===== src/alc_map.svh =====
// Register offsets, field positions, reset values and timing figures
// for the ambient light comparator; included by alc_level_cmp and alc_top.
`ifndef ALC_MAP_SVH
`define ALC_MAP_SVH

// Register offsets
`define ALC_OFF_CFG          8'h0C
`define ALC_OFF_OFFICE_TRIP  8'h0D
`define ALC_OFF_OFFICE_HYS   8'h0E
`define ALC_OFF_DARK_TRIP    8'h0F
`define ALC_OFF_DARK_HYS     8'h10
`define ALC_OFF_IRQ_STATUS   8'h20
`define ALC_OFF_IRQ_MASK     8'h21

// Configuration field positions
`define ALC_CFG_SENSOR_FILTER_TIME_HI      7
`define ALC_CFG_SENSOR_FILTER_TIME_LO      5
`define ALC_CFG_FORCE_BIT    4
`define ALC_CFG_DARK_FLAG    3
`define ALC_CFG_OFFICE_FLAG  2
`define ALC_CFG_DARK_EN      1
`define ALC_CFG_OFFICE_EN    0

// Interrupt status bit positions
`define ALC_IRQ_OFFICE_BIT   0
`define ALC_IRQ_DARK_BIT     1
`define ALC_IRQ_FORCE_BIT    2

// Reset values
`define ALC_RST_BYTE         8'h00
`define ALC_RST_IRQ          3'h0
`define ALC_READ_ZERO        8'h00

// Timing: shortest filter period and clock rate
`define ALC_SENSOR_FILTER_TIME_BASE_US     80000
`define ALC_CLK_MHZ          100
`define ALC_BASE_CYCLES      (`ALC_SENSOR_FILTER_TIME_BASE_US * `ALC_CLK_MHZ)

`endif


===== src/alc_pkg.sv =====
// Types shared by the ambient light comparator modules.
// Assumes alc_map.svh is reachable on the include path.
package alc_pkg;

    // Configuration register layout, bit 7 down to bit 0
    typedef struct packed {
        logic [2:0] sensor_filter_time;
        logic       force_conversion;
        logic       dark_level_flag;
        logic       office_level_flag;
        logic       dark_comparator_enable;
        logic       office_comparator_enable;
    } alc_cfg_t;

    // One comparator's threshold pair
    typedef struct packed {
        logic [7:0] trip_value;
        logic [7:0] hysteresis_value;
    } alc_thr_t;

    // Single conversion sequence; one bit changes per step except DONE to IDLE
    typedef enum logic [1:0] {
        ALC_IDLE = 2'b00,
        ALC_WAIT = 2'b01,
        ALC_DONE = 2'b11
    } alc_conv_state_t;

endpackage


===== src/alc_level_cmp.sv =====
// One level comparator with hysteresis and persistence filter.
// Assumes a one-cycle base tick every shortest filter period.
`timescale 1ns/100ps
`include "alc_map.svh"

module alc_level_cmp
    import alc_pkg::*;
(
    // Clock and reset
    input  wire logic       ref_clk,
    input  wire logic       rst,
    // Control
    input  wire logic       cmp_enable,
    input  wire logic [2:0] sensor_filter_time_code,
    input  wire logic       base_tick,
    input  wire logic       force_now,
    input  wire alc_thr_t   thr,
    // Measurement
    input  wire logic       sample_valid,
    input  wire logic [7:0] meas,
    // Result
    output logic            level_flag,
    output logic            flag_change
);

    logic [8:0] release_level;
    logic       below_trip;
    logic       above_release;
    logic       cond_reg;
    logic [7:0] persist_reg;
    logic [7:0] persist_target;
    logic       flag_next;

    // Trip and release thresholds, release one bit wider
    assign release_level  = {1'b0, thr.trip_value} + {1'b0, thr.hysteresis_value};
    assign below_trip     = meas < thr.trip_value;
    assign above_release  = {1'b0, meas} > release_level;
    assign persist_target = 8'h01 << sensor_filter_time_code;

    // Condition that would flip the flag, from latest sample
    always_ff @(posedge ref_clk)
    begin
        if (rst || !cmp_enable)
            cond_reg <= 1'b0;
        else if (sample_valid)
            cond_reg <= level_flag ? above_release : below_trip;
    end

    // Persistence count in base ticks
    always_ff @(posedge ref_clk)
    begin
        if (rst || !cond_reg || force_now || persist_reg == persist_target)
            persist_reg <= 8'h00;
        else if (base_tick)
            persist_reg <= persist_reg + 8'h01;
    end

    // Flag next value: forced sample, or persisted condition
    always_comb
    begin
        flag_next = level_flag;
        if (!cmp_enable)
            flag_next = 1'b0;
        else if (force_now && sample_valid)
            flag_next = level_flag ? !above_release : below_trip;
        else if (cond_reg && persist_reg == persist_target)
            flag_next = !level_flag;
    end

    // Flag register and change pulse
    always_ff @(posedge ref_clk)
    begin
        if (rst)
        begin
            level_flag  <= 1'b0;
            flag_change <= 1'b0;
        end
        else
        begin
            level_flag  <= flag_next;
            flag_change <= flag_next != level_flag;
        end
    end

endmodule


===== src/alc_top.sv =====
// Ambient light comparator: registers, filter timebase, single
// conversion sequence, two level comparators and interrupt.
// Assumes the front end presents both measurements with a one-cycle
// valid pulse per conversion, synchronous to ref_clk, and that the
// register master never raises both strobes at once.
//
// Implementation choice: the address-and-strobe port.
`timescale 1ns/100ps
`include "alc_map.svh"

module alc_top
    import alc_pkg::*;
#(
    parameter int BASE_CYCLES = `ALC_BASE_CYCLES
)
(
    // Clock and reset
    input  wire logic       ref_clk,
    input  wire logic       rst,
    // Register port
    input  wire logic [7:0] reg_addr,
    input  wire logic [7:0] reg_wdata,
    input  wire logic       reg_wr,
    input  wire logic       reg_rd,
    output logic [7:0]      reg_rdata,
    // Sensor front end
    input  wire logic       sample_valid,
    input  wire logic [7:0] office_meas,
    input  wire logic [7:0] dark_meas,
    // Results
    output logic            office_level_flag,
    output logic            dark_level_flag,
    output logic            irq
);

    // Base counter wide enough for one shortest filter period
    localparam int BASE_W = $clog2(BASE_CYCLES + 1);
    // Interrupt sources: office change, dark change, forced done
    localparam int IRQ_W  = 3;

    // Register state
    alc_cfg_t          cfg_reg;
    alc_thr_t          office_thr_reg;
    alc_thr_t          dark_thr_reg;

    // Interrupt state
    logic [IRQ_W-1:0]  irq_status_reg;
    logic [IRQ_W-1:0]  irq_mask_reg;
    logic [IRQ_W-1:0]  irq_event;

    // Filter timebase
    logic [BASE_W-1:0] base_cnt_reg;
    logic              base_tick;

    // Single conversion sequence
    alc_conv_state_t   conv_state_reg;
    alc_conv_state_t   conv_state_next;
    logic              force_now;
    logic              force_done;

    // Comparator change pulses
    logic              office_change;
    logic              dark_change;

    // Read multiplexer output
    logic [7:0]        rd_mux;

    // Write decode; unmapped offsets match nothing, so writes there
    // are dropped without side effects
    logic wr_cfg;
    logic wr_office_trip;
    logic wr_office_hys;
    logic wr_dark_trip;
    logic wr_dark_hys;
    logic wr_irq_status;
    logic wr_irq_mask;

    assign wr_cfg         = reg_wr && reg_addr == `ALC_OFF_CFG;
    assign wr_office_trip = reg_wr && reg_addr == `ALC_OFF_OFFICE_TRIP;
    assign wr_office_hys  = reg_wr && reg_addr == `ALC_OFF_OFFICE_HYS;
    assign wr_dark_trip   = reg_wr && reg_addr == `ALC_OFF_DARK_TRIP;
    assign wr_dark_hys    = reg_wr && reg_addr == `ALC_OFF_DARK_HYS;
    assign wr_irq_status  = reg_wr && reg_addr == `ALC_OFF_IRQ_STATUS;
    assign wr_irq_mask    = reg_wr && reg_addr == `ALC_OFF_IRQ_MASK;

    // Base tick every shortest filter period. Every filter code is a
    // power-of-two multiple of this period, so the comparators only
    // count ticks. The tick runs free, so the first counted tick of a
    // new condition may come early by up to one base period.
    always_ff @(posedge ref_clk)
    begin
        if (rst || base_tick)
            base_cnt_reg <= '0;
        else
            base_cnt_reg <= base_cnt_reg + 1'b1;
    end

    // Tick on the last count of the period
    assign base_tick = base_cnt_reg == BASE_W'(BASE_CYCLES - 1);

    // Filter time field; a running count is judged against the new code
    always_ff @(posedge ref_clk)
    begin
        if (rst)
            cfg_reg.sensor_filter_time <= 3'h0;
        else if (wr_cfg)
            cfg_reg.sensor_filter_time <= reg_wdata[`ALC_CFG_SENSOR_FILTER_TIME_HI:`ALC_CFG_SENSOR_FILTER_TIME_LO];
    end

    // Dark comparator enable
    always_ff @(posedge ref_clk)
    begin
        if (rst)
            cfg_reg.dark_comparator_enable <= 1'b0;
        else if (wr_cfg)
            cfg_reg.dark_comparator_enable <= reg_wdata[`ALC_CFG_DARK_EN];
    end

    // Office comparator enable
    always_ff @(posedge ref_clk)
    begin
        if (rst)
            cfg_reg.office_comparator_enable <= 1'b0;
        else if (wr_cfg)
            cfg_reg.office_comparator_enable <= reg_wdata[`ALC_CFG_OFFICE_EN];
    end

    // Force bit: written by software, cleared when the conversion ends.
    // A write in the DONE cycle wins, so software can re-arm at once;
    // writing zero while waiting cancels the request.
    always_ff @(posedge ref_clk)
    begin
        if (rst)
            cfg_reg.force_conversion <= 1'b0;
        else if (wr_cfg)
            cfg_reg.force_conversion <= reg_wdata[`ALC_CFG_FORCE_BIT]; // write wins
        else if (force_done)
            cfg_reg.force_conversion <= 1'b0;
    end

    // Read-only flags mirror the comparators; writes to these two
    // bits have no storage behind them
    always_comb
    begin
        cfg_reg.dark_level_flag   = dark_level_flag;
        cfg_reg.office_level_flag = office_level_flag;
    end

    // Office threshold pair; the release level is trip plus
    // hysteresis, formed one bit wider inside the comparator
    always_ff @(posedge ref_clk)
    begin
        if (rst)
            office_thr_reg <= {`ALC_RST_BYTE, `ALC_RST_BYTE};
        else
        begin
            if (wr_office_trip)
                office_thr_reg.trip_value <= reg_wdata;
            if (wr_office_hys)
                office_thr_reg.hysteresis_value <= reg_wdata;
        end
    end

    // Dark threshold pair; same layout as the office pair,
    // with a finer current step per code
    always_ff @(posedge ref_clk)
    begin
        if (rst)
            dark_thr_reg <= {`ALC_RST_BYTE, `ALC_RST_BYTE};
        else
        begin
            if (wr_dark_trip)
                dark_thr_reg.trip_value <= reg_wdata;
            if (wr_dark_hys)
                dark_thr_reg.hysteresis_value <= reg_wdata;
        end
    end

    // Single conversion sequence. IDLE waits for the force bit, WAIT
    // holds until the next front end sample, DONE lasts one cycle and
    // clears the force bit. Clearing the force bit in WAIT cancels the
    // request without a done event. The spare code falls back to
    // IDLE.
    always_comb
    begin
        conv_state_next = conv_state_reg;
        unique case (conv_state_reg)
            ALC_IDLE:
            begin
                if (cfg_reg.force_conversion)
                    conv_state_next = ALC_WAIT;
            end
            ALC_WAIT:
            begin
                if (!cfg_reg.force_conversion)
                    conv_state_next = ALC_IDLE;                // cancelled
                else if (sample_valid)
                    conv_state_next = ALC_DONE;
            end
            ALC_DONE:
            begin
                conv_state_next = ALC_IDLE;
            end
            default:
            begin
                conv_state_next = ALC_IDLE;
            end
        endcase
    end

    // Sequence state register
    always_ff @(posedge ref_clk)
    begin
        if (rst)
            conv_state_reg <= ALC_IDLE;
        else
            conv_state_reg <= conv_state_next;
    end

    // Forced sample taken in WAIT; bit cleared on the DONE cycle.
    // Both comparators share the same forced sample.
    assign force_now  = conv_state_reg == ALC_WAIT && cfg_reg.force_conversion;
    assign force_done = conv_state_reg == ALC_DONE;

    // Office comparator. Shares filter code, base tick and forced
    // sample with the dark comparator, so both flags are judged on
    // the same forced conversion.
    alc_level_cmp u_office
    (
        .ref_clk      (ref_clk),
        .rst          (rst),
        .cmp_enable   (cfg_reg.office_comparator_enable),
        .sensor_filter_time_code    (cfg_reg.sensor_filter_time),
        .base_tick    (base_tick),
        .force_now    (force_now),
        .thr          (office_thr_reg),
        .sample_valid (sample_valid),
        .meas         (office_meas),
        .level_flag   (office_level_flag),
        .flag_change  (office_change)
    );

    // Dark comparator. Independent enable; when disabled its flag
    // drops on the next edge and its persistence count restarts,
    // which raises a change event if the flag was set.
    alc_level_cmp u_dark
    (
        .ref_clk      (ref_clk),
        .rst          (rst),
        .cmp_enable   (cfg_reg.dark_comparator_enable),
        .sensor_filter_time_code    (cfg_reg.sensor_filter_time),
        .base_tick    (base_tick),
        .force_now    (force_now),
        .thr          (dark_thr_reg),
        .sample_valid (sample_valid),
        .meas         (dark_meas),
        .level_flag   (dark_level_flag),
        .flag_change  (dark_change)
    );

    // Interrupt events, one-cycle pulses; a flag change counts in
    // either direction
    always_comb
    begin
        irq_event                      = 3'h0;
        irq_event[`ALC_IRQ_OFFICE_BIT] = office_change;
        irq_event[`ALC_IRQ_DARK_BIT]   = dark_change;
        irq_event[`ALC_IRQ_FORCE_BIT]  = force_done;
    end

    // Sticky status per source; an event in the same cycle as a
    // write-one-to-clear wins, so no change is ever lost
    generate
        for (genvar b = 0; b < IRQ_W; b++)
        begin : g_status
            always_ff @(posedge ref_clk)
            begin
                if (rst)
                    irq_status_reg[b] <= 1'b0;
                else if (irq_event[b])
                    irq_status_reg[b] <= 1'b1;
                else if (wr_irq_status && reg_wdata[b])
                    irq_status_reg[b] <= 1'b0;
            end
        end
    endgenerate

    // Interrupt mask, same layout as the status register;
    // a masked source still latches its status bit
    always_ff @(posedge ref_clk)
    begin
        if (rst)
            irq_mask_reg <= `ALC_RST_IRQ;
        else if (wr_irq_mask)
            irq_mask_reg <= reg_wdata[2:0];
    end

    // Level interrupt, high while any unmasked status bit is set;
    // unmasking a pending bit raises it at once
    assign irq = |(irq_status_reg & irq_mask_reg);

    // Read multiplexer; unmapped offsets read as zero, and the two
    // flag bits of the configuration byte come live from the comparators
    always_comb
    begin
        rd_mux = `ALC_READ_ZERO;
        unique case (reg_addr)
            `ALC_OFF_CFG:         rd_mux = cfg_reg;
            `ALC_OFF_OFFICE_TRIP: rd_mux = office_thr_reg.trip_value;
            `ALC_OFF_OFFICE_HYS:  rd_mux = office_thr_reg.hysteresis_value;
            `ALC_OFF_DARK_TRIP:   rd_mux = dark_thr_reg.trip_value;
            `ALC_OFF_DARK_HYS:    rd_mux = dark_thr_reg.hysteresis_value;
            `ALC_OFF_IRQ_STATUS:  rd_mux = {5'h00, irq_status_reg};
            `ALC_OFF_IRQ_MASK:    rd_mux = {5'h00, irq_mask_reg};
            default:              rd_mux = `ALC_READ_ZERO;
        endcase
    end

    // Read data stands one cycle after the strobe and is zero otherwise,
    // so a stale value never lingers on the port
    always_ff @(posedge ref_clk)
    begin
        if (rst || !reg_rd)
            reg_rdata <= `ALC_READ_ZERO;
        else
            reg_rdata <= rd_mux;
    end

endmodule


===== config.mk =====
export PLATFORM = sky130hd
export DESIGN_NAME = alc_top
export DESIGN_NICKNAME = d
export VERILOG_FILES = /design/src/alc_pkg.sv /design/src/alc_level_cmp.sv /design/src/alc_top.sv
export VERILOG_INCLUDE_DIRS = /design/src
export SDC_FILE = /design/constraint.sdc
export NUM_CORES = 1
export LEC_CHECK = 0
export ABC_AREA = 0
export BUFFER_PORTS_ARGS = -buffer_cell sky130_fd_sc_hd__buf_2
export CORE_ASPECT_RATIO = 0.8
export CORE_MARGIN = 3
export CORE_UTILIZATION = 60
export CTS_CLUSTER_SIZE = 16
export DETAILED_ROUTE_END_ITERATION = 12
export GPL_TIMING_DRIVEN = 0
export PLACE_DENSITY = 0.82
export SLEW_MARGIN = 20
export SYNTH_ARGS = -nofsm -noshare
export SYNTH_HDL_FRONTEND = slang
export SYNTH_SLANG_ARGS = --single-unit

===== constraint.sdc =====
create_clock -name ref_clk -period 4.6 [get_ports ref_clk]
set_input_delay 0.69 -clock ref_clk [delete_from_list [all_inputs] [get_ports ref_clk]]
set_output_delay 0.69 -clock ref_clk [all_outputs]
set_load 0.005 [all_outputs]

==> metrics.md <==
| Metric | Value |
|---|---|
| MaxCap Viol Count | `0` |
| RSZ-0062 raised after global routing | `no` |
| Die footprint | `roughly 11000 um2` |
| R2R depth | `14` |
| Met3 Usage GRT | `roughly 6.7%` |
| Syn Std Cell Area | `just under 6000 um2` |
| Dpl hpwl | `11.32 mm` |
| Resized cells post-CTS | `0` |
| Via density | `6.031` |
| Largest area contributor in the netlist | `dfxtp_1` |
| Min Clock Period, post-route | `3.450 ns` |
| Final TNS setup | `0 ns` |
| CTS tree | `built` |
| Die W | `117.1 um` |
| Critical path's largest stage delay | `0.41 ns` |
| Worst-margin pin slew | `between 0.8 and 0.9 ns` |
| Final Instance Area | `6639 um2` |
| Post-route ant nets | `0` |
| Slowest CP cell | `dfxtp_1` |
| Post-CTS setup buffer count | `0` |
| Io pins | `48` |
| Vias post-DR | `between 5000 and 6000` |
| Power Density | `265.6 nW/um2` |
| GPL Wtd Cong | `0.9213` |
| Critical path type | `reg -> reg` |
| Fin. max-slew vios | `0` |
| Slew Limit Headroom | `41.15%` |
| Setup slack, reg-to-reg | `1.15 ns` |
| WL final | `~15 mm` |
| Layout Nets | `815` |
| Ys flop type | `dfxtp_1` |
| First-pass GRT wire length | `23.73 mm` |
| Number of global-route vias before repair | `between 4000 and 5000` |
| Startpoint Class | `register` |
| Initial antenna violation count | `0` |
| Gr busiest metal | `met2` |
| Synth top area share | `33.45%` |
| Yosys reg bits | `between 90 and 100` |
| Initial Utilization | `63.39%` |
| Total CTS buffers | `9` |
| Fin crit share | `75.01%` |
| Total global routing overflow | `0` |
| Area Overhead vs Synth | `12.04%` |
| Fmax | `289.8 MHz` |
| CTS hold repair buffers | `0` |
| Final worst-path setup slack | `1.150 ns` |
| Count leader, synth | `dfxtp_1` |
| Clock sink count | `99` |
| Drt pass-1 iters | `5` |
| Initial DRC count | `between 400 and 500` |
| Sequential fraction of the synthesis area | `33.45%` |
| Max FO, Critical Path | `4` |
| Net Count, Synth | `around 760` |
| Filler instances | `728` |
| Average size of a mapped cell | `between 8 and 9 um2` |
| Asr flop ratio synth | `0%` |
| Post-synth EDFFs | `0` |
| WP data arrival | `3.70 ns` |
| CTS root buf | `clkbuf_16` |
| Max clock buf depth | `2` |
| Placement Setup Slack | `1.178 ns` |
| Max VDD drop | `0.0001796 V` |
| Warnings, synthesis | `0` |
| Diode count | `0` |
| Top cells by area, synth | `dfxtp_1 (33%), ha_1 (10%), nor2_1 (5.7%)` |
| Library cells used by synthesis | `72` |
| # DRC | `0` |
| Max reg flops | `23` |
| Critical R2R Capture | `u_office.flag_change` |
| CP cell instances | `ha_1 -> inv_1 -> fa_1 -> nor2b_1 -> o31ai_1 -> a21boi_0 -> xnor2_1 -> ha_1 -> o21ai_0 -> nor2_1 -> o221ai_1 -> a311o_1 -> o211a_1 -> a211oi_1` |
| Status | `completed` |
| Worst setup startpoint | `office_thr_reg[8]` |
| Worst setup EP type | `register` |
| Wire per inst | `16.87 um` |
| Dpl cell area | `6321 um2` |
| Post-synth top cells | `dfxtp_1 (99), nor2_1 (90), nand2_1 (50), ha_1 (49), a21oi_1 (37)` |
| M1 GR Usage | `37.68%` |
| Placed instance count | `about 850` |
| Worst Path Required | `4.85 ns` |
| Hold crit path type | `reg -> reg` |
| Clock latency on the worst-skew pair | `0.35 ns` |
| CP dominant cell by count | `ha_1` |
| Port buffer count | `46` |
| Num rows | `31` |
| M2 GR Usage | `42.99%` |
| HP Start | `conv_state_reg[1]` |
| Leak Pwr | `0.002578 uW` |
| Reg2reg start | `office_thr_reg[8]` |
| Share of cells above drive strength 1 | `between 10% and 20%` |
| Setup-failing EPs final | `0` |
| Layout Cells excl Fill | `approximately 860` |
| Crit path capture | `u_office.flag_change` |
| Final hold violation count | `0` |
| Die Ht | `94.89 um` |
| Placeable core area | `9348 um2` |
| Clock-pin slew on the worst setup and hold paths | `0.07 ns` |
| Clock skew | `0.008316 ns` |
| Post-Synthesis Cells | `670` |
| Largest net degree at the start of global routing | `19` |
| GRT Total Usage | `27.37%` |
| H-tree depth | `3` |
==> worst max-delay path: cells and delay by family (launching register included) <==
family	cells	cell delay, ns
compound gates	7	1.56
fa+ha+maj	3	0.91
flops	1	0.41
simple gates	2	0.27
xor+xnor	1	0.13
buf+inv	1	0.06
==> worst min-delay path by stage <==
stage / end / slack, ns / cells after the start
after floorplan: irq_status_reg[0] / 0.41 / 2
after global routing: conv_state_reg[0] / 0.47 / 1
after CTS: conv_state_reg[0] / 0.45 / 1
final: conv_state_reg[0] / 0.45 / 1
after detailed placement: conv_state_reg[0] / 0.43 / 1
after global placement: conv_state_reg[0] / 0.42 / 1
==> final cells by class <==
type | instances | area, um2 | share of cell area [%]
Multi-Input combinational cell | 516 | 3725 | 56.11
Sequential cell | 99 | 1982 | 29.85
Clock buffer | 10 | 239.0 | 3.600
Timing Repair Buffer | 46 | 230.2 | 3.468
Tap cell | 132 | 165.2 | 2.488
Inverter | 30 | 112.6 | 1.696
Buffer | 25 | 106.4 | 1.602
Clock inverter | 6 | 78.83 | 1.187
==> cells in the final DEF (no fill, tap or decap), drive strengths merged, types with 16 or more instances in the layout <==
cell type,synthesis,layout
dfxtp,99,99
nor2,91,91
buf,6,52
nand2,50,50
ha,49,49
a21oi,37,37
mux2i,33,33
inv,30,33
clkbuf,19,29
nand3,26,26
xor2,23,23
nor3,21,21
xnor2,18,18
nand4,18,18
o21ai,16,16
==> kinds of logic (layout without fill, tap and decap cells) <==
group           count (synthesis)  count (layout)  synth area share (%)
mux                            41              41                 8.615
compound gates                112             112                 13.26
simple gates                  271             271                 23.90
fa+ha+maj                      51              51                 11.02
buf+inv                        55             117                 3.695
flops                          99              99                 33.45
xor+xnor                       41              41                 6.060
==> per-stage QoR <==
step	hold slack (ns)	power, uW	utilization [%]
finish	0.4492	1763	71.02
CTS	0.4461	1768	71.02
floorplan	0.4130	937.8	-
global route	0.4666	1815	71.02
detailed placement	0.4302	984.5	67.62
global placement	0.4240	980.5	67.62
==> routing by layer <==
layer	share of wire, %	vias up	wire length, um
li1	-	2531	-
met1	46	2446	6743
met2	44	204	6390
met3	8.0	30	1170
met4	1.9	0	275
met5	0	-	0
==> report_power, final <==
part           switching [uW]  total [uW]  leakage, uW  internal (uW)
clock network             349         797     0.000157            448
logic                    63.9         105      0.00162           41.1
registers                2.19         861     0.000798            859
total                     415        1760      0.00258           1350
(Power assumes the default switching activity.)
